$ cat src/hw/etcp_pkg.sv
package etcp_pkg;
	localparam int BYTE_W = 8;
	localparam int STAT_W = 32;
	localparam int CTRL_W = 5;
	// Register byte offsets, low four address bits
	localparam logic [3:0] ADR_CTRL = 4'h0;
	localparam logic [3:0] ADR_STATS = 4'h4;
	localparam logic [3:0] ADR_FRAMES = 4'h8;
	// Control register fields
	localparam int CTL_SPD_LO = 0;
	localparam int CTL_SPD_HI = 1;
	localparam int CTL_HALF = 2;
	localparam int CTL_MEDIA = 3;
	localparam int CTL_GAPADJ = 4;
	localparam logic [4:0] CTRL_RESET = 5'h02;
	// Line rate codes
	localparam logic [1:0] SPD_10 = 2'h0;
	localparam logic [1:0] SPD_100 = 2'h1;
	localparam logic [1:0] SPD_1000 = 2'h2;
	// Clock cycles per byte minus one, for each line rate
	localparam logic [6:0] PACE_10 = 7'h63;
	localparam logic [6:0] PACE_100 = 7'h09;
	localparam logic [6:0] PACE_1000 = 7'h00;
	// Statistics vector fields
	localparam int ST_OK = 0;
	localparam int ST_BCAST = 1;
	localparam int ST_MCAST = 2;
	localparam int ST_UNDERRUN = 3;
	localparam int ST_LEN_LO = 5;
	localparam int ST_LEN_HI = 18;
	localparam int ST_EXCESS = 23;
	localparam int ST_ATT_LO = 25;
	localparam int ST_ATT_HI = 28;
	localparam logic [13:0] LEN_MAX = 14'h3ff0;
	localparam logic [3:0] ATT_LAST = 4'hf;
	// Gap in byte times, and destination address handling
	localparam logic [7:0] MIN_GAP = 8'h0c;
	localparam logic [2:0] DA_BYTES = 3'h6;
	localparam logic [7:0] BYTE_ALL = 8'hff;
	typedef enum logic [1:0] {ST_IDLE, ST_SEND, ST_GAP} etcp_state_t;
endpackage

$ cat src/hw/etcp_tx_client_port.sv
// Functional notes
// - Client error during a frame makes the device signal error to PHY.
// - Ready is high in the cycle the offered valid byte is accepted.
// - At 10 and 100 Mb/s ready meters bytes to the line rate.
// - Half duplex: collision output pulses when the medium collides during a frame.
// - Collision and retransmit stay zero in full duplex.
// - A 32-bit statistics vector describes the last frame sent.
// - Statistics valid pulses when a frame's transmission ends.
// - Optional second stream behaves like the main one.
// - At 100 Mb/s the second stream's ready meters its bytes.
// - All stream and sideband signals are active high.
// - Length field counts bytes, saturating at 16368.
// - Excessive flag set after collisions on sixteen attempts.
// - Bit zero set when the last frame went without error.
module etcp_tx_client_port #(
	parameter int ADR_W = 8
) (
	input wire logic ref_clk,
	input wire logic nrst,
	input wire logic ce,
	input wire logic wb_cyc_i,
	input wire logic wb_stb_i,
	input wire logic wb_we_i,
	input wire logic [ADR_W-1:0] wb_adr_i,
	input wire logic [3:0] wb_sel_i,
	input wire logic [31:0] wb_dat_i,
	output logic [31:0] wb_dat_o,
	output logic wb_ack_o,
	input wire logic [etcp_pkg::BYTE_W-1:0] tx_byte,
	input wire logic tx_byte_valid,
	input wire logic tx_frame_end,
	input wire logic tx_frame_error,
	output logic tx_accept,
	input wire logic [etcp_pkg::BYTE_W-1:0] media_tx_byte,
	input wire logic media_tx_byte_valid,
	input wire logic media_tx_frame_end,
	input wire logic media_tx_frame_error,
	output logic media_tx_accept,
	input wire logic [7:0] tx_gap_delay,
	output logic tx_collision,
	output logic tx_retransmit,
	output logic [etcp_pkg::STAT_W-1:0] tx_stats,
	output logic tx_stats_valid,
	output logic [etcp_pkg::BYTE_W-1:0] phy_txd,
	output logic phy_tx_en,
	output logic phy_tx_er,
	input wire logic phy_col
);
	import etcp_pkg::*;

	generate
		if (ADR_W < 4) begin : g_chk
			$error("ADR_W must be at least 4");
		end
	endgenerate

	etcp_state_t state, next_state;
	logic [CTRL_W-1:0] ctrl;
	logic [31:0] frames;
	logic [6:0] pace_cnt;
	logic [7:0] gap_cnt;
	logic [13:0] len;
	logic [3:0] attempts;
	logic [2:0] pos;
	logic sel_av, err_seen, bcast, mcast;

	// Control fields
	logic [1:0] speed;
	logic half, media_on, gap_adj;
	assign speed = ctrl[CTL_SPD_HI:CTL_SPD_LO];
	assign half = ctrl[CTL_HALF];
	assign media_on = ctrl[CTL_MEDIA];
	assign gap_adj = ctrl[CTL_GAPADJ];

	// Byte pacing: one byte slot per pace_max+1 cycles
	logic [6:0] pace_max, next_pace;
	logic tick, next_tick;
	assign pace_max = (speed == SPD_10) ? PACE_10 :
		(speed == SPD_100) ? PACE_100 : PACE_1000;
	assign tick = pace_cnt >= pace_max;
	assign next_pace = tick ? 7'h00 : pace_cnt + 7'h01;
	assign next_tick = next_pace >= pace_max;

	// Selected stream
	logic [BYTE_W-1:0] cur_byte;
	logic cur_valid, cur_last, cur_err, cur_rdy;
	assign cur_byte = sel_av ? media_tx_byte : tx_byte;
	assign cur_valid = sel_av ? media_tx_byte_valid : tx_byte_valid;
	assign cur_last = sel_av ? media_tx_frame_end : tx_frame_end;
	assign cur_err = sel_av ? media_tx_frame_error : tx_frame_error;
	assign cur_rdy = sel_av ? media_tx_accept : tx_accept;

	logic in_send, acc, col_evt, give_up, frame_end;
	logic start, start_av, next_sel_av;
	assign in_send = state == ST_SEND;
	assign acc = in_send && cur_valid && cur_rdy;
	assign col_evt = in_send && half && phy_col;
	assign give_up = col_evt && attempts == ATT_LAST;
	assign frame_end = (acc && cur_last && !col_evt) || give_up;
	// The second stream takes precedence when both wait
	assign start_av = media_on && media_tx_byte_valid;
	assign start = state == ST_IDLE && (start_av || tx_byte_valid);
	assign next_sel_av = start ? start_av : sel_av;

	logic [7:0] gap_len;
	assign gap_len = (gap_adj && tx_gap_delay > MIN_GAP) ?
		tx_gap_delay : MIN_GAP;

	always_comb begin
		next_state = state;
		case (state)
			ST_IDLE: begin
				if (start)
					next_state = ST_SEND;
			end
			ST_SEND: begin
				if (frame_end || col_evt)
					next_state = ST_GAP;
			end
			ST_GAP: begin
				if (tick && gap_cnt <= 8'h01)
					next_state = ST_IDLE;
			end
			default: next_state = ST_IDLE;
		endcase
	end

	// Ready lands only on a pacing slot of the selected stream
	logic next_rdy;
	assign next_rdy = next_state == ST_SEND && next_tick;

	// Frame trackers including the byte accepted this cycle
	logic [13:0] next_len;
	logic next_err, next_bc, next_mc;
	assign next_len = (acc && len != LEN_MAX) ? len + 14'h0001 : len;
	assign next_err = err_seen || (acc && cur_err);
	assign next_bc = (acc && pos < DA_BYTES) ?
		(bcast && cur_byte == BYTE_ALL) : bcast;
	assign next_mc = (acc && pos == 3'h0) ? cur_byte[0] : mcast;

	logic [STAT_W-1:0] vec;
	always_comb begin
		vec = '0;
		vec[ST_OK] = !next_err && !give_up;
		vec[ST_BCAST] = next_bc && pos != 3'h0;
		vec[ST_MCAST] = next_mc;
		vec[ST_UNDERRUN] = next_err;
		vec[ST_LEN_HI:ST_LEN_LO] = next_len;
		vec[ST_EXCESS] = give_up;
		vec[ST_ATT_HI:ST_ATT_LO] = attempts;
	end

	// Wishbone slave: ack one cycle after the request, write on ack
	logic wb_req, wb_hit_ctrl, wb_wr;
	logic [3:0] adr_lo;
	logic [31:0] rd_data;
	assign wb_req = wb_cyc_i && wb_stb_i;
	assign adr_lo = wb_adr_i[3:0];
	assign wb_hit_ctrl = adr_lo == ADR_CTRL;
	assign wb_wr = wb_req && wb_we_i && wb_ack_o && wb_hit_ctrl;
	assign rd_data = (adr_lo == ADR_CTRL) ? {27'h0, ctrl} :
		(adr_lo == ADR_STATS) ? tx_stats :
		(adr_lo == ADR_FRAMES) ? frames : 32'h0;

	always_ff @(posedge ref_clk or negedge nrst) begin
		if (!nrst) begin
			ctrl <= CTRL_RESET;
			wb_ack_o <= 1'b0;
			wb_dat_o <= 32'h0;
		end else if (ce) begin
			wb_ack_o <= wb_req && !wb_ack_o;
			wb_dat_o <= rd_data;
			if (wb_wr && wb_sel_i[0])
				ctrl <= wb_dat_i[CTRL_W-1:0];
		end
	end

	always_ff @(posedge ref_clk or negedge nrst) begin
		if (!nrst) begin
			state <= ST_IDLE;
			sel_av <= 1'b0;
			pace_cnt <= 7'h00;
			gap_cnt <= 8'h00;
			tx_accept <= 1'b0;
			media_tx_accept <= 1'b0;
		end else if (ce) begin
			state <= next_state;
			sel_av <= next_sel_av;
			pace_cnt <= next_pace;
			tx_accept <= next_rdy && !next_sel_av;
			media_tx_accept <= next_rdy && next_sel_av;
			if (next_state == ST_GAP && state != ST_GAP)
				gap_cnt <= gap_len;
			else if (state == ST_GAP && tick)
				gap_cnt <= gap_cnt - 8'h01;
		end
	end

	always_ff @(posedge ref_clk or negedge nrst) begin
		if (!nrst) begin
			len <= 14'h0;
			pos <= 3'h0;
			err_seen <= 1'b0;
			bcast <= 1'b1;
			mcast <= 1'b0;
		end else if (ce) begin
			if (start) begin
				len <= 14'h0;
				pos <= 3'h0;
				err_seen <= 1'b0;
				bcast <= 1'b1;
				mcast <= 1'b0;
			end else begin
				len <= next_len;
				err_seen <= next_err;
				bcast <= next_bc;
				mcast <= next_mc;
				if (acc && pos < DA_BYTES)
					pos <= pos + 3'h1;
			end
		end
	end

	always_ff @(posedge ref_clk or negedge nrst) begin
		if (!nrst) begin
			attempts <= 4'h0;
			frames <= 32'h0;
			tx_collision <= 1'b0;
			tx_retransmit <= 1'b0;
			tx_stats <= '0;
			tx_stats_valid <= 1'b0;
		end else if (ce) begin
			tx_collision <= col_evt;
			tx_retransmit <= col_evt && !give_up;
			tx_stats_valid <= frame_end;
			if (frame_end) begin
				tx_stats <= vec;
				frames <= frames + 32'h1;
				attempts <= 4'h0;
			end else if (col_evt) begin
				attempts <= attempts + 4'h1;
			end
		end
	end

	// Byte strobe toward the PHY, one per accepted byte
	always_ff @(posedge ref_clk or negedge nrst) begin
		if (!nrst) begin
			phy_txd <= 8'h00;
			phy_tx_en <= 1'b0;
			phy_tx_er <= 1'b0;
		end else if (ce) begin
			phy_tx_en <= acc;
			phy_tx_er <= acc && cur_err;
			if (acc)
				phy_txd <= cur_byte;
		end
	end
endmodule // etcp_tx_client_port

$ cat config.mk
export PLATFORM = sky130hd
export DESIGN_NAME = etcp_tx_client_port
export DESIGN_NICKNAME = d
export VERILOG_FILES = /design/src/hw/etcp_pkg.sv /design/src/hw/etcp_tx_client_port.sv
export SDC_FILE = /design/constraint.sdc
export NUM_CORES = 1
export LEC_CHECK = 0
export ABC_AREA = 1
export BUFFER_PORTS_ARGS = -buffer_cell sky130_fd_sc_hd__buf_2
export CORE_ASPECT_RATIO = 1.1
export CORE_UTILIZATION = 60
export CTS_BUF_LIST = sky130_fd_sc_hd__clkbuf_16
export CTS_CLUSTER_SIZE = 12
export DETAILED_ROUTE_END_ITERATION = 8
export PLACE_DENSITY = 0.95
export SKIP_LAST_GASP = 1
export SYNTH_ARGS = -nofsm -noshare
export SYNTH_HDL_FRONTEND = slang
export SYNTH_SLANG_ARGS = --single-unit
$ cat constraint.sdc
create_clock -name ref_clk -period 7.76 [get_ports ref_clk]
set_input_delay 0.776 -clock ref_clk [delete_from_list [all_inputs] [get_ports ref_clk]]
set_output_delay 0.776 -clock ref_clk [all_outputs]
set_load 0.02 [all_outputs]
### After elaboration in Yosys (flattened, before gate mapping)

Index checks and enable logic that the tools add are counted.

| storage, ports and cells | value |
|---|---|
| flip-flop bits (word level) | 150 |
| logic and storage cells | 128 |

| cells by class | value |
|---|---|
| add/subtract/negate cells | 6 |
| order comparisons | 5 |
| eq/ne operators | 11 |
| mux-type cells | 30 |
| reduce and logical (&&, ||, !) cells | 53 |

Operators by type and width:

| kind | count |
|---|---|
| $mux W32 | 3 |
| $add A32 B1 Y32 const B | 1 |
| $mux W8 | 4 |
| $logic_and A1 B1 Y1 | 30 |
| $mux W14 | 2 |
| $add A14 B1 Y14 const B | 1 |
| $ge A7 B7 Y1 | 2 |
| $mux W7 | 2 |
| $ne A14 B14 Y1 const B | 1 |
| $mux W4 | 3 |
| $reduce_and A2 Y1 | 6 |
| $mux W1 | 10 |
| $eq A4 B4 Y1 const B | 2 |
| $eq A8 B8 Y1 const B | 1 |
| $gt A8 B4 Y1 const B | 1 |
| $le A8 B1 Y1 const B | 1 |
| $sub A8 B1 Y8 const B | 1 |
| $add A7 B1 Y7 const B | 1 |
| $eq A2 B1 Y1 const B | 3 |
| $mux W2 | 3 |
| $mux W3 | 2 |
| $pmux W2 S3 | 1 |
| $reduce_bool A2 Y1 | 3 |
| $logic_not A1 Y1 | 5 |
| 11 further kinds | 16 |

### Longest topological paths before layout

Gate-level depths: netlist of the first run.

| logic depth | value |
|---|---|
| depth in word-level cells | 13 |
| gate-level depth with buffers | 21 |
| depth with buffers taken out | 21 |

### Least setup slack after synthesis of the first run

Ideal clock, no wire load.

| timing path | value |
|---|---|
| path type | register to register |
| start point | register ctrl[0] |
| end point | register media_tx_accept |
| data arrival time | 2.329 ns |
| setup slack | 5.313 ns |
| cell stages (with the launch flop) | 20 |
| path through | dfrtp_1 > or2_2 > ha_1 > nand2_1 > nor2_1 > nor2_1 > nand2_1 > inv_1 > nand2_1 > ha_1 > inv_1 > nand2_1 > a21oi_1 > nand2_1 > nand2_1 > nand2_1 > nand2_1 > nand2_1 > nand3_1 > nand2_1 |

| on the way | value |
|---|---|
| word-level cells in the longest chain between the ends | 10 |
| elaborated cells between the ends (all ways) | 13 |

RTL lines:

| item | line | source |
|---|---|---|
| start: declaration | etcp_tx_client_port.sv:58 | `logic [CTRL_W-1:0] ctrl;` |
| start signal: assignment | etcp_tx_client_port.sv:174 | `ctrl <= wb_dat_i[CTRL_W-1:0];` |
| $eq A2 B1 Y1 | etcp_tx_client_port.sv:79 | `(speed == SPD_100) ? PACE_100 : PACE_1000;` |
| $mux W4 | etcp_tx_client_port.sv:79 |  |
| $mux W7 (*) | etcp_tx_client_port.sv:78 | `assign pace_max = (speed == SPD_10) ? PACE_10 :` |
| branches (longest 5 deep; another with $ge A7 B7 Y1) | - |  |
| $logic_and A1 B1 Y1 (*) | etcp_tx_client_port.sv:130 | `assign next_rdy = next_state == ST_SEND && next_tick;` |
| $logic_and A1 B1 Y1 (*) | etcp_tx_client_port.sv:191 | `media_tx_accept <= next_rdy && next_sel_av;` |
| end signal: assignment | etcp_tx_client_port.sv:191 |  |
| end: declaration | etcp_tx_client_port.sv:38 | `output logic media_tx_accept,` |

Every way passes the cells marked *.
A chain may end at the register's enable or synchronous reset.

### Final worst setup path of the first run

| timing path | value |
|---|---|
| start point | register sel_av |
| end point | register frames[13] |

| on the way | value |
|---|---|
| word-level cells in the longest chain between the ends | 7 |
| elaborated cells between the ends (all ways) | 9 |

RTL lines:

| item | line | source |
|---|---|---|
| start: declaration | etcp_tx_client_port.sv:65 | `logic sel_av, err_seen, bcast, mcast;` |
| start signal: assignment | etcp_tx_client_port.sv:188 | `sel_av <= next_sel_av;` |
| $mux W1 | etcp_tx_client_port.sv:88 | `assign cur_valid = sel_av ? media_tx_byte_valid : tx_byte_valid;` |
| $logic_and A1 B1 Y1 (2 in series) | etcp_tx_client_port.sv:96 | `assign acc = in_send && cur_valid && cur_rdy;` |
| $logic_and A1 B1 Y1 (*) (2 in series) | etcp_tx_client_port.sv:99 | `assign frame_end = (acc && cur_last && !col_evt) \|\| give_up;` |
| $logic_or A1 B1 Y1 (*) | etcp_tx_client_port.sv:99 |  |
| $reduce_and A2 Y1 (no source line) (*) | - |  |
| end signal: assignment | etcp_tx_client_port.sv:238 | `frames <= frames + 32'h1;` |
| end: declaration | etcp_tx_client_port.sv:59 | `logic [31:0] frames;` |

Every way passes the cells marked *; elsewhere a longest branch is shown, timed or not.

==> results_dict.tcl, run 1 <==
set metrics [dict create \
    synth_cells 1096 \
    totalPowerFinal_w 0.002937 \
    antenna_found_initial 0 \
    rsz0062_at_grt "no" \
    nFillCells 1037 \
    routedWlPerCell_um 15.93 \
    cp.required_ps 8100 \
    syn_area_mm2 0.008309 \
    worstPathCellList "inv_2 > nand3_1 > nand2_1 > nand2_2 > inv_2 > nand2_2 > o21ai_2 > nand2_1 > buf_4 > inv_2 > o21ai_0 > o21ai_0" \
    path_class "reg -> reg" \
    ant_nets 0 \
    worstPathArrival_ps 3460 \
    cts_resized 0 \
    setup_ws_ps 4634 \
    drtIter0Drc 762 \
    fin_util_pct 71.19 \
    slew_headroom_pct 37.15 \
    synth-compound-area-share_pct 8.959 \
    p_switching_w 0.001149 \
    clock_latency_ps 430 \
    status "finished clean" \
    wl_mm 22.26 \
    numCtsBuffers 17 \
    yosys_register_bits 150 \
    max_freq_mhz 319.9 \
    start_util_pct 62.11 \
    post-place-ws_ps 4618 \
    drv_slew 0 \
    grt_pass1_vias 7622 \
    grt_pass1_wl_mm 36.67 \
    start_kind "flop" \
    synth_warnings 0 \
    cp_num_buf_inv 4 \
    grtUsageTotal_pct 33.07 \
    hp-class "in -> async" \
    diodes 0 \
    cts-root-buf "clkbuf_16" \
    multi_input_area_mm2 0.003930 \
    p_comb_share_pct 31.4 \
    crit_family "buffers and inverters" \
    clk_path_buf_depth 2 \
    max_stage_delay_ps 760 \
    power_frac_seq_pct 40.8 \
    ys_types 46 \
    final_nets 1300 \
    hold_viol_final 0 \
    worst_pin_slew_ps 941.4 \
    synth.mux.area_fraction_pct 0.5270 \
    netlist.area_leader.share_pct 44.57 \
    p_per_area_mw_per_mm2 308.4 \
    p_leak_nw 4.932 \
    core_area_mm2 0.01338 \
    place_congestion 0.9920 \
    syn_to_final_growth_pct 14.62 \
    io_pins 161 \
    vias 7871 \
    dieArea_mm2 0.01432 \
    synth-simple-area-share_pct 29.84 \
    yosys.area_share.adder_pct 2.861 \
    critPathLaunch "sel_av" \
    finClkSkew_ps 8.463 \
    die_h_um 125.4 \
    crit_path_frequent_cell "inv_2" \
    yosys-top-cells-area "dfrtp_1, nand2_1, nand3_1" \
    portBuffers 117 \
    drc_errors 0 \
    cap_violations 0 \
    intPower_w 0.001788 \
    power.share.clock_pct 27.8 \
    synth_top_family_by_area "simple AND/OR/NAND/NOR gates" \
    seq_area_mm2 0.003756 \
    peakVddDrop_uv 179.2 \
    synth.largest_area_cell "dfrtp_1" \
    async_flop_share_pct 100.0 \
    cts.hold.buffers_added 0 \
    switching_share_pct 39.12 \
    hpwl_mm 15.69 \
    post-route-period-util_pct 40.29 \
    h-tree-depth 4 \
    clkSinkCount 150 \
    postSynthAreaPerCell_um2 7.581 \
    synth-xor-area-share_pct 4.638 \
    synth_flop_cell "dfrtp_1" \
    post_cts_buffers 0 \
    path_clk_slew_ps 60 \
    cts_tree "built" \
    min_period_ps 3126 \
    grt_max_degree 92 \
    critPathMaxFanout 58 \
    setup_viol 0 \
    yosysSeqAreaShare_pct 45.20 \
    crit_path_top_delay_cell "inv_2" \
    regToRegStartpoint "sel_av" \
    routed_via_density 5.634 \
    cp-end-kind "flop" \
    synth_edf_count 0 \
    fin_tns_setup_ps 0 \
    drtPass1Iterations 6 \
    die_x_um 114.2 \
    drive_gt1_share_pct 15.00 \
    grt_overflow 0 \
    rows 44 \
]
[metrics by stage]
| stage | instances | hold WS (ps) | instance area [um^2] |
|---|---|---|---|
| after floorplan | 1104 | 448.8 | 8339 |
| after global placement | 1365 | 458.0 | 8951 |
| after detailed placement | 1365 | 459.8 | 8951 |
| after CTS | 1397 | 450.7 | 9524 |
| after global routing | 1397 | 488.0 | 9524 |
| final | 1397 | 411.4 | 9524 |
[routing by layer]
layer / track usage, % / vias to the layer above / wire [um]
met3: 6.738 / 77 / 1513
met4: 20.63 / 0 / 1117
met2: 54.72 / 374 / 11030
met5: 0 / - / 0
met1: 39.30 / 3711 / 8596
li1: - / 3709 / -
[synth_stat cells (2+ instances only)]
master    instances
and2_1            4
nand2_2           5
buf_2            13
nor2_2            3
dfrtp_1         148
nor4_1            3
buf_6             2
nor3_1           26
nand4_1          11
o31ai_1           8
ha_1             19
inv_2             9
buf_1             2
o21ai_1          29
nand3_1          78
a22o_1            2
xnor2_1           3
o21ai_0          57
dfstp_2           2
nand2_1         388
a21oi_1          17
o211ai_1          3
nor2_1           65
o22ai_1          13
xor2_1           41
inv_1            97
clkbuf_1         16
buf_4            12
mux2_2            3
[state kept, by name, summed over array words and instances, names as in the netlist, 2 cells and up]
register / count
frames: 32
wb_dat_o: 32
tx_stats: 23
len: 14
gap_cnt: 8
phy_txd: 8
pace_cnt: 7
ctrl: 5
attempts: 4
pos: 3
state: 2
[area by class of cell]
class	instances	share of cell area, %
tap	184	2.417
timing repair buffer	123	6.687
clock buffer	17	4.467
clock inverter	15	1.550
multi-input combinational	802	41.26
inverter	106	4.178
sequential	150	39.44
[logic make-up (layout without fill, tap and decap cells)]
| group | count (synthesis) | after routing |
|---|---|---|
| flops | 150 | 150 |
| mux | 4 | 4 |
| other cells | 1 | 9 |
| fa+ha+maj | 19 | 19 |
| compound gates | 134 | 134 |
| simple gates | 592 | 592 |
| buf+inv | 152 | 261 |
| xor+xnor | 44 | 44 |
[cell usage in the layout, fill, tap and decap left out, drive strengths merged, types with 9 or more instances in the layout]
cell type	instances
inv	109
o22ai	13
xor2	41
nor2	69
o21ai	87
dfrtp	148
nand2	394
a21oi	18
conb	9
nor3	27
clkbuf	17
buf	123
nand4	12
ha	19
nand3	79
[power groups by stage]
| stage | combinational (W) | sequential, W | clock, W |
|---|---|---|---|
| finish | 0.000923 | 0.00120 | 0.000815 |
| global route | 0.00103 | 0.00122 | 0.000853 |
| global placement | 0.000872 | 0.00119 | 0 |
| detailed placement | 0.000912 | 0.00120 | 0 |
| floorplan | 0.000591 | 0.00124 | 0 |
| CTS | 0.000920 | 0.00119 | 0.000819 |
[worst paths after layout]
check / to / slack [ps] / depth (start not counted)
min in group ref_clk: wb_dat_o[17] / 470 / 2
worst min register to register: wb_dat_o[17] / 470 / 2
max in group asynchronous: frames[25] / 6120 / 2
worst min-delay path: frames[13] / 410 / 1
worst max-delay path: frames[13] / 4630 / 12
worst max register to register: frames[13] / 4630 / 12
(Power assumes the default switching activity.)
==> run 2: changes to the inputs <==
--- a/config.mk
+++ b/config.mk
@@ -5,14 +5,14 @@
 export SDC_FILE = /design/constraint.sdc
 export NUM_CORES = 1
 export LEC_CHECK = 0
-export ABC_AREA = 1
+export ABC_AREA = 0
 export BUFFER_PORTS_ARGS = -buffer_cell sky130_fd_sc_hd__buf_2
 export CORE_ASPECT_RATIO = 1.1
-export CORE_UTILIZATION = 60
+export CORE_UTILIZATION = 50
 export CTS_BUF_LIST = sky130_fd_sc_hd__clkbuf_16
 export CTS_CLUSTER_SIZE = 12
 export DETAILED_ROUTE_END_ITERATION = 8
-export PLACE_DENSITY = 0.95
+export PLACE_DENSITY = 0.89
 export SKIP_LAST_GASP = 1
 export SYNTH_ARGS = -nofsm -noshare
 export SYNTH_HDL_FRONTEND = slang
==> constraint.sdc (replaced) <==
create_clock -name ref_clk -period 2.79 [get_ports ref_clk]
set_input_delay 0.279 -clock ref_clk [delete_from_list [all_inputs] [get_ports ref_clk]]
set_output_delay 0.279 -clock ref_clk [all_outputs]
set_load 0.02 [all_outputs]
==> results_dict.tcl, run 2 <==
set metrics [dict create \
    status "finished with violations" \
    violations "setup timing" \
    antenna_found_initial 1 \
    place_congestion 0.9233 \
    grtUsageTotal_pct 25.28 \
    clock_latency_ps 440 \
    critPathLaunch "ctrl[1]" \
    p_per_area_mw_per_mm2 682.6 \
    die_x_um 119.9 \
    setup_viol 2 \
    reg2reg_to "media_tx_accept" \
    drv_slew 0 \
    hpwl_mm 13.39 \
    cp-end-kind "flop" \
    cts-root-buf "clkbuf_16" \
    core_area_mm2 0.01500 \
    start_util_pct 50.97 \
    io_pins 161 \
    drive_gt1_share_pct 25.28 \
    post-route-period-util_pct 107.5 \
    min_period_ps 2999 \
    yosysMostFrequentCell "dfrtp_1" \
    fin_util_pct 61.80 \
    peakVddDrop_uv 478.1 \
    netlist_top_cells_count "dfrtp_1, nand2_1, o21ai_0, nand3_1, nor2_1" \
    grt_pass1_wl_mm 31.10 \
    rsz0062_at_grt "yes" \
    worst_pin_slew_ps 748.8 \
    final_nets 989 \
    postSynthAreaPerCell_um2 10.03 \
    netlist.area_leader.share_pct 48.45 \
    finalInstanceArea_mm2 0.009268 \
    drc_errors 0 \
    clk_path_buf_depth 2 \
    regToRegStartpoint "ctrl[1]" \
    grt_overflow 0 \
    setup_ws_ps -209.4 \
    synth_warnings 0 \
    cts_tree "built" \
    portBuffers 117 \
    vias 6537 \
    synth_edf_count 0 \
    rows 47 \
    synth.largest_area_cell "dfrtp_1" \
    path_clk_slew_ps 60 \
    routedWlPerCell_um 17.57 \
    hold_viol_final 0 \
    fin_tns_setup_ps -381.2 \
    wl_mm 19.30 \
    clkSinkCount 150 \
    start_kind "flop" \
    ys_types 70 \
    worstPathArrival_ps 3310 \
    rr_worst_depth 13 \
    placed_cell_area_mm2 0.008553 \
    reg2reg_slack_ps -210 \
    hp-class "in -> reg" \
    routed_via_density 5.948 \
    path_class "reg -> reg" \
    numCtsBuffers 17 \
    yosysSeqAreaShare_pct 49.14 \
    die_h_um 131.7 \
    syn_to_final_growth_pct 21.25 \
    p_leak_nw 4.271 \
    drtIter0Drc 657 \
    critPathMaxFanout 5 \
    grt_pass1_vias 6242 \
    async_flop_share_pct 100.0 \
    max_freq_mhz 333.4 \
    cap_violations 0 \
    h-tree-depth 4 \
    syn_area_mm2 0.007644 \
    slew_headroom_pct 50.02 \
    yosys_register_bits 150 \
    setup.worst_path.end "media_tx_accept" \
    grt_max_degree 80 \
    drtPass1Iterations 5 \
    finClkSkew_ps 9.340 \
    synth_cells 762 \
    final_common_cell "dfrtp_1" \
    reg_top3 "frames (32), wb_dat_o (32), tx_stats (23)" \
    dieArea_mm2 0.01579 \
    ant_nets 0 \
    synth_flop_cell "dfrtp_1" \
    final_cell_mix "dfrtp_1, buf_2, nand2_1" \
    totalPowerFinal_w 0.006326 \
    yosys-top-cells-area "dfrtp_1, nand2_1, xnor2_1" \
    nFillCells 1192 \
    cp.required_ps 3100 \
]
[run 2: cell count changes after synthesis, sizes merged, moves of 17 or more]
| cell | before | now |
|---|---|---|
| nand2 | 394 | 81 |
| inv | 106 | 29 |
| o21ai | 87 | 55 |
| nand3 | 79 | 48 |
| xnor2 | 3 | 33 |
| xor2 | 41 | 14 |
| nor2 | 69 | 47 |
| o2bb2ai | 0 | 22 |
| a22oi | 1 | 19 |
| a21oi | 18 | 35 |
[run 2: how the worst min path moves through the flow]
stage / from / end / slack [ps] / cells past startpoint
after global placement: nrst / pace_cnt[5] / 370 / 1
after CTS: wb_dat_i[4] / ctrl[4] / 70 / 2
final: wb_dat_i[4] / ctrl[4] / 70 / 2
after floorplan: nrst / attempts[0] / -20 / 0
after global routing: wb_dat_i[4] / ctrl[4] / 80 / 2
after detailed placement: nrst / wb_dat_o[29] / 370 / 1
[run 2: critical path, cell delays in order (launching register included)]
cell	delay (ps)
dfstp_2	550
buf_6	100
or2_4	140
ha_4	200
a2111oi_4	380
o21ai_2	110
buf_4	150
a21o_4	230
nor2_2	130
ha_1	280
a21oi_2	160
o22ai_2	90
a31oi_2	240
o32ai_2	100
[run 2: area by class of cell]
type	count	area [um^2]	share of cell area (%)
multi-input combinational	548	3739	40.34
clock buffer	17	425.4	4.590
timing repair buffer	143	805.8	8.694
sequential	150	3756	40.53
clock inverter	15	185.2	1.998
inverter	29	108.9	1.175
tap	196	245.2	2.646
antenna	1	2.502	0.02700
[run 2: power breakdown]
| part | internal [W] | leakage (nW) | switching (W) |
|---|---|---|---|
| Combinational | 0.000476 | 1.96 | 0.000778 |
| Clock | 0.00148 | 0.288 | 0.000935 |
| Sequential | 0.00242 | 2.03 | 0.000236 |
| Total | 0.00438 | 4.27 | 0.00195 |
[run 2: what timing repair did]
item | CTS | global route
pin swaps | 11 | 8
hold buffers | 1 | 0
resized for setup | 2 | 11
cloned | 0 | 0
endpoints found under the setup margin | 2 | 2
hold endpoints to repair | 75 | 0
setup buffers | 2 | 0
[run 2: cells by family after synthesis]
family          share of synthesized area (%)
simple gates                            16.52
buf+inv                                 4.076
xor+xnor                                5.386
compound gates                          17.92
fa+ha+maj                               3.110
other cells                           0.04906
flops                                   49.14
mux                                     3.798
[run 2: routing by layer]
layer,GRT usage [%],up-vias,wire length (um)
met5,0,-,0
met4,13.19,0,649
met3,5.686,55,1322
met2,39.92,299,9388
met1,32.38,3195,7944
li1,-,2988,-
[run 2: stage by stage]
stage          hold slack (ps)  instances  setup slack [ps]
3_3_place_gp             374.3       1063            -103.8
4_1_cts                  65.50       1098            -202.0
5_1_grt                  82.43       1099            -318.6
2_1_floorplan           -16.59        770             5.553
3_5_place_dp             373.7       1063            -226.5
6_report                 71.74       1099            -209.4
==> run 3: changes to the inputs <==
--- a/config.mk
+++ b/config.mk
@@ -5,14 +5,14 @@
 export SDC_FILE = /design/constraint.sdc
 export NUM_CORES = 1
 export LEC_CHECK = 0
-export ABC_AREA = 0
+export ABC_AREA = 1
 export BUFFER_PORTS_ARGS = -buffer_cell sky130_fd_sc_hd__buf_2
 export CORE_ASPECT_RATIO = 1.1
-export CORE_UTILIZATION = 50
+export CORE_UTILIZATION = 46
 export CTS_BUF_LIST = sky130_fd_sc_hd__clkbuf_16
 export CTS_CLUSTER_SIZE = 12
 export DETAILED_ROUTE_END_ITERATION = 8
-export PLACE_DENSITY = 0.89
+export PLACE_DENSITY = 0.83
 export SKIP_LAST_GASP = 1
 export SYNTH_ARGS = -nofsm -noshare
 export SYNTH_HDL_FRONTEND = slang
==> results_dict.tcl, run 3 (same netlist as run 1, synthesis figures left out) <==
set metrics [dict create \
    status "finished clean" \
    rr_worst_depth 19 \
    hold_depth 2 \
    worstPathArrival_ps 2880 \
    max_stage_delay_ps 410 \
    path_class "reg -> reg" \
    grt_pass1_vias 7322 \
    rsz0062_at_grt "no" \
    portBuffers 117 \
    cp_num_buf_inv 2 \
    place_congestion 0.9854 \
    worst_pin_slew_ps 613.5 \
    met1_length_mm 9.462 \
    cap_violations 0 \
    power_frac_seq_pct 39.7 \
    drv_slew 0 \
    routed_via_density 5.220 \
    setup_viol 0 \
    power.share.clock_pct 29.2 \
    critPathMaxFanout 6 \
    p_per_area_mw_per_mm2 858.7 \
    drc_errors 0 \
    final_nets 1311 \
    dieArea_mm2 0.01861 \
    clock_latency_ps 430 \
    crit_family "simple AND/OR/NAND/NOR gates" \
    rows 51 \
    finalInstanceArea_mm2 0.009759 \
    start_kind "flop" \
    drtPass1Iterations 5 \
    min_period_ps 2564 \
    grt_pass1_wl_mm 35.53 \
    p_leak_nw 4.997 \
    cts_tree "built" \
    worstPathCellList "or2_4 > ha_1 > nand2_1 > nor2_1 > nor2_1 > nand2_1 > inv_1 > nand2_1 > ha_1 > inv_1 > nand2_1 > a21oi_1 > nand2_1 > nand2_1 > nand2_1 > nand2_1 > nand2_1 > nand3_1 > nand2_1" \
    setup_ws_ps 226.4 \
    ant_nets 0 \
    numCtsBuffers 17 \
    crit_path_frequent_cell "nand2_1" \
    wl_mm 22.12 \
    final_common_cell "nand2_1" \
    switching_share_pct 38.77 \
    hold_viol_final 0 \
    cts-root-buf "clkbuf_16" \
    placed_cell_area_mm2 0.009119 \
    antenna_found_initial 0 \
    core_area_mm2 0.01768 \
    clkSinkCount 150 \
    cp-end-kind "flop" \
    grtUsageTotal_pct 24.99 \
    fin_util_pct 55.21 \
    totalPowerFinal_w 0.008380 \
    diodes 0 \
    wl_met2_mm 10.76 \
    drtIter0Drc 609 \
    slew_headroom_pct 59.10 \
    syn_to_final_growth_pct 17.45 \
    fin_tns_setup_ps 0 \
    max_freq_mhz 390.1 \
    reg_top3 "frames (32), wb_dat_o (32), tx_stats (23)" \
    path_clk_slew_ps 60 \
    die_h_um 143.0 \
    h-tree-depth 4 \
    peakVddDrop_uv 501.7 \
    grt_max_degree 67 \
    nFillCells 1597 \
    finClkSkew_ps 7.736 \
    io_pins 161 \
    routedWlPerCell_um 15.13 \
    p_comb_share_pct 31.1 \
    grt_overflow 0 \
    vias 7631 \
    p_switching_w 0.003249 \
    wl_met3_mm 1.133 \
    path_depth 19 \
    die_x_um 130.1 \
    start_util_pct 47.01 \
    hpwl_mm 16.28 \
    hp-class "in -> reg" \
    post_cts_buffers 0 \
    cp.required_ps 3110 \
    intPower_w 0.005131 \
    post-route-period-util_pct 91.88 \
    final_cell_mix "nand2_1, dfrtp_1, buf_2" \
    crit_path_top_delay_cell "dfrtp_1" \
    clk_path_buf_depth 2 \
    post-place-ws_ps 151.7 \
    drive_gt1_share_pct 16.09 \
    highest_layer "met4" \
]
==> run 3: cell types whose count changed in the layout (fill, tap and decap cells not counted), moves of 15 or more <==
cell / previous run / this run
a22oi_1: 19 / 1
and3_1: 16 / 1
inv_1: 28 / 96
nand2_1: 81 / 388
nand3_1: 46 / 78
nor2_1: 44 / 65
nor3_1: 8 / 25
o21ai_1: 0 / 29
o2bb2ai_1: 22 / 0
xnor2_1: 33 / 3
xor2_1: 14 / 41
==> run 3: cell type report <==
type                       instances  area (um^2)  share of cell area [%]
clock buffer                      17        425.4                   4.359
timing repair buffer             134        747.0                   7.654
sequential                       150         3756                   38.49
tap                              238        297.8                   3.051
clock inverter                    15        202.7                   2.077
multi-input combinational        802         3933                   40.29
inverter                         106        397.9                   4.077
==> run 3: worst reg2reg max path: cells and delay by family (launching register included) <==
family                     cells  cell delay (ps)
AOI/OAI and AO/OA              1              110
adders and majority gates      2              590
buffers and inverters          2              150
DFF                            1              410
and+or+nand+nor               14             1190
==> run 3: worst paths after layout <==
| path | from | end | slack, ps |
|---|---|---|---|
| worst max-delay path | ctrl[0] | tx_accept | 230 |
| worst min-delay path | wb_dat_i[2] | ctrl[2] | 80 |
| worst max register to register | ctrl[0] | tx_accept | 230 |
| worst min register to register | tx_stats_valid | tx_stats_valid | 470 |
| max in group asynchronous | nrst | bcast | 1530 |
| min in group asynchronous | nrst | len[10] | 420 |
==> run 3: per-layer routing <==
layer	GRT usage (%)	vias to the layer above
li1	-	3727
met1	31.08	3575
met2	41.55	277
met3	4.721	52
met4	12.00	0
met5	0	-
==> run 3: per-stage QoR <==
step,hold slack [ps],instances
after global routing,81.51,1462
final,80.79,1462
after CTS,67.40,1462
after global placement,313.5,1429
after detailed placement,319.4,1429
after floorplan,-16.59,1104
==> run 3: timing repair <==
item,4_1_cts,5_1_grt
endpoints found under the setup margin,0,2
hold endpoints to repair,64,0
gates resized for setup,0,1
hold buffers,1,0
==> run 3: power by group through the flow <==
stage	registers, W	clock network (W)	logic, W
after detailed placement	0.00333	0	0.00259
after floorplan	0.00344	0	0.00164
after global placement	0.00333	0	0.00249
after global routing	0.00340	0.00256	0.00294
after CTS	0.00331	0.00248	0.00260
final	0.00333	0.00245	0.00260
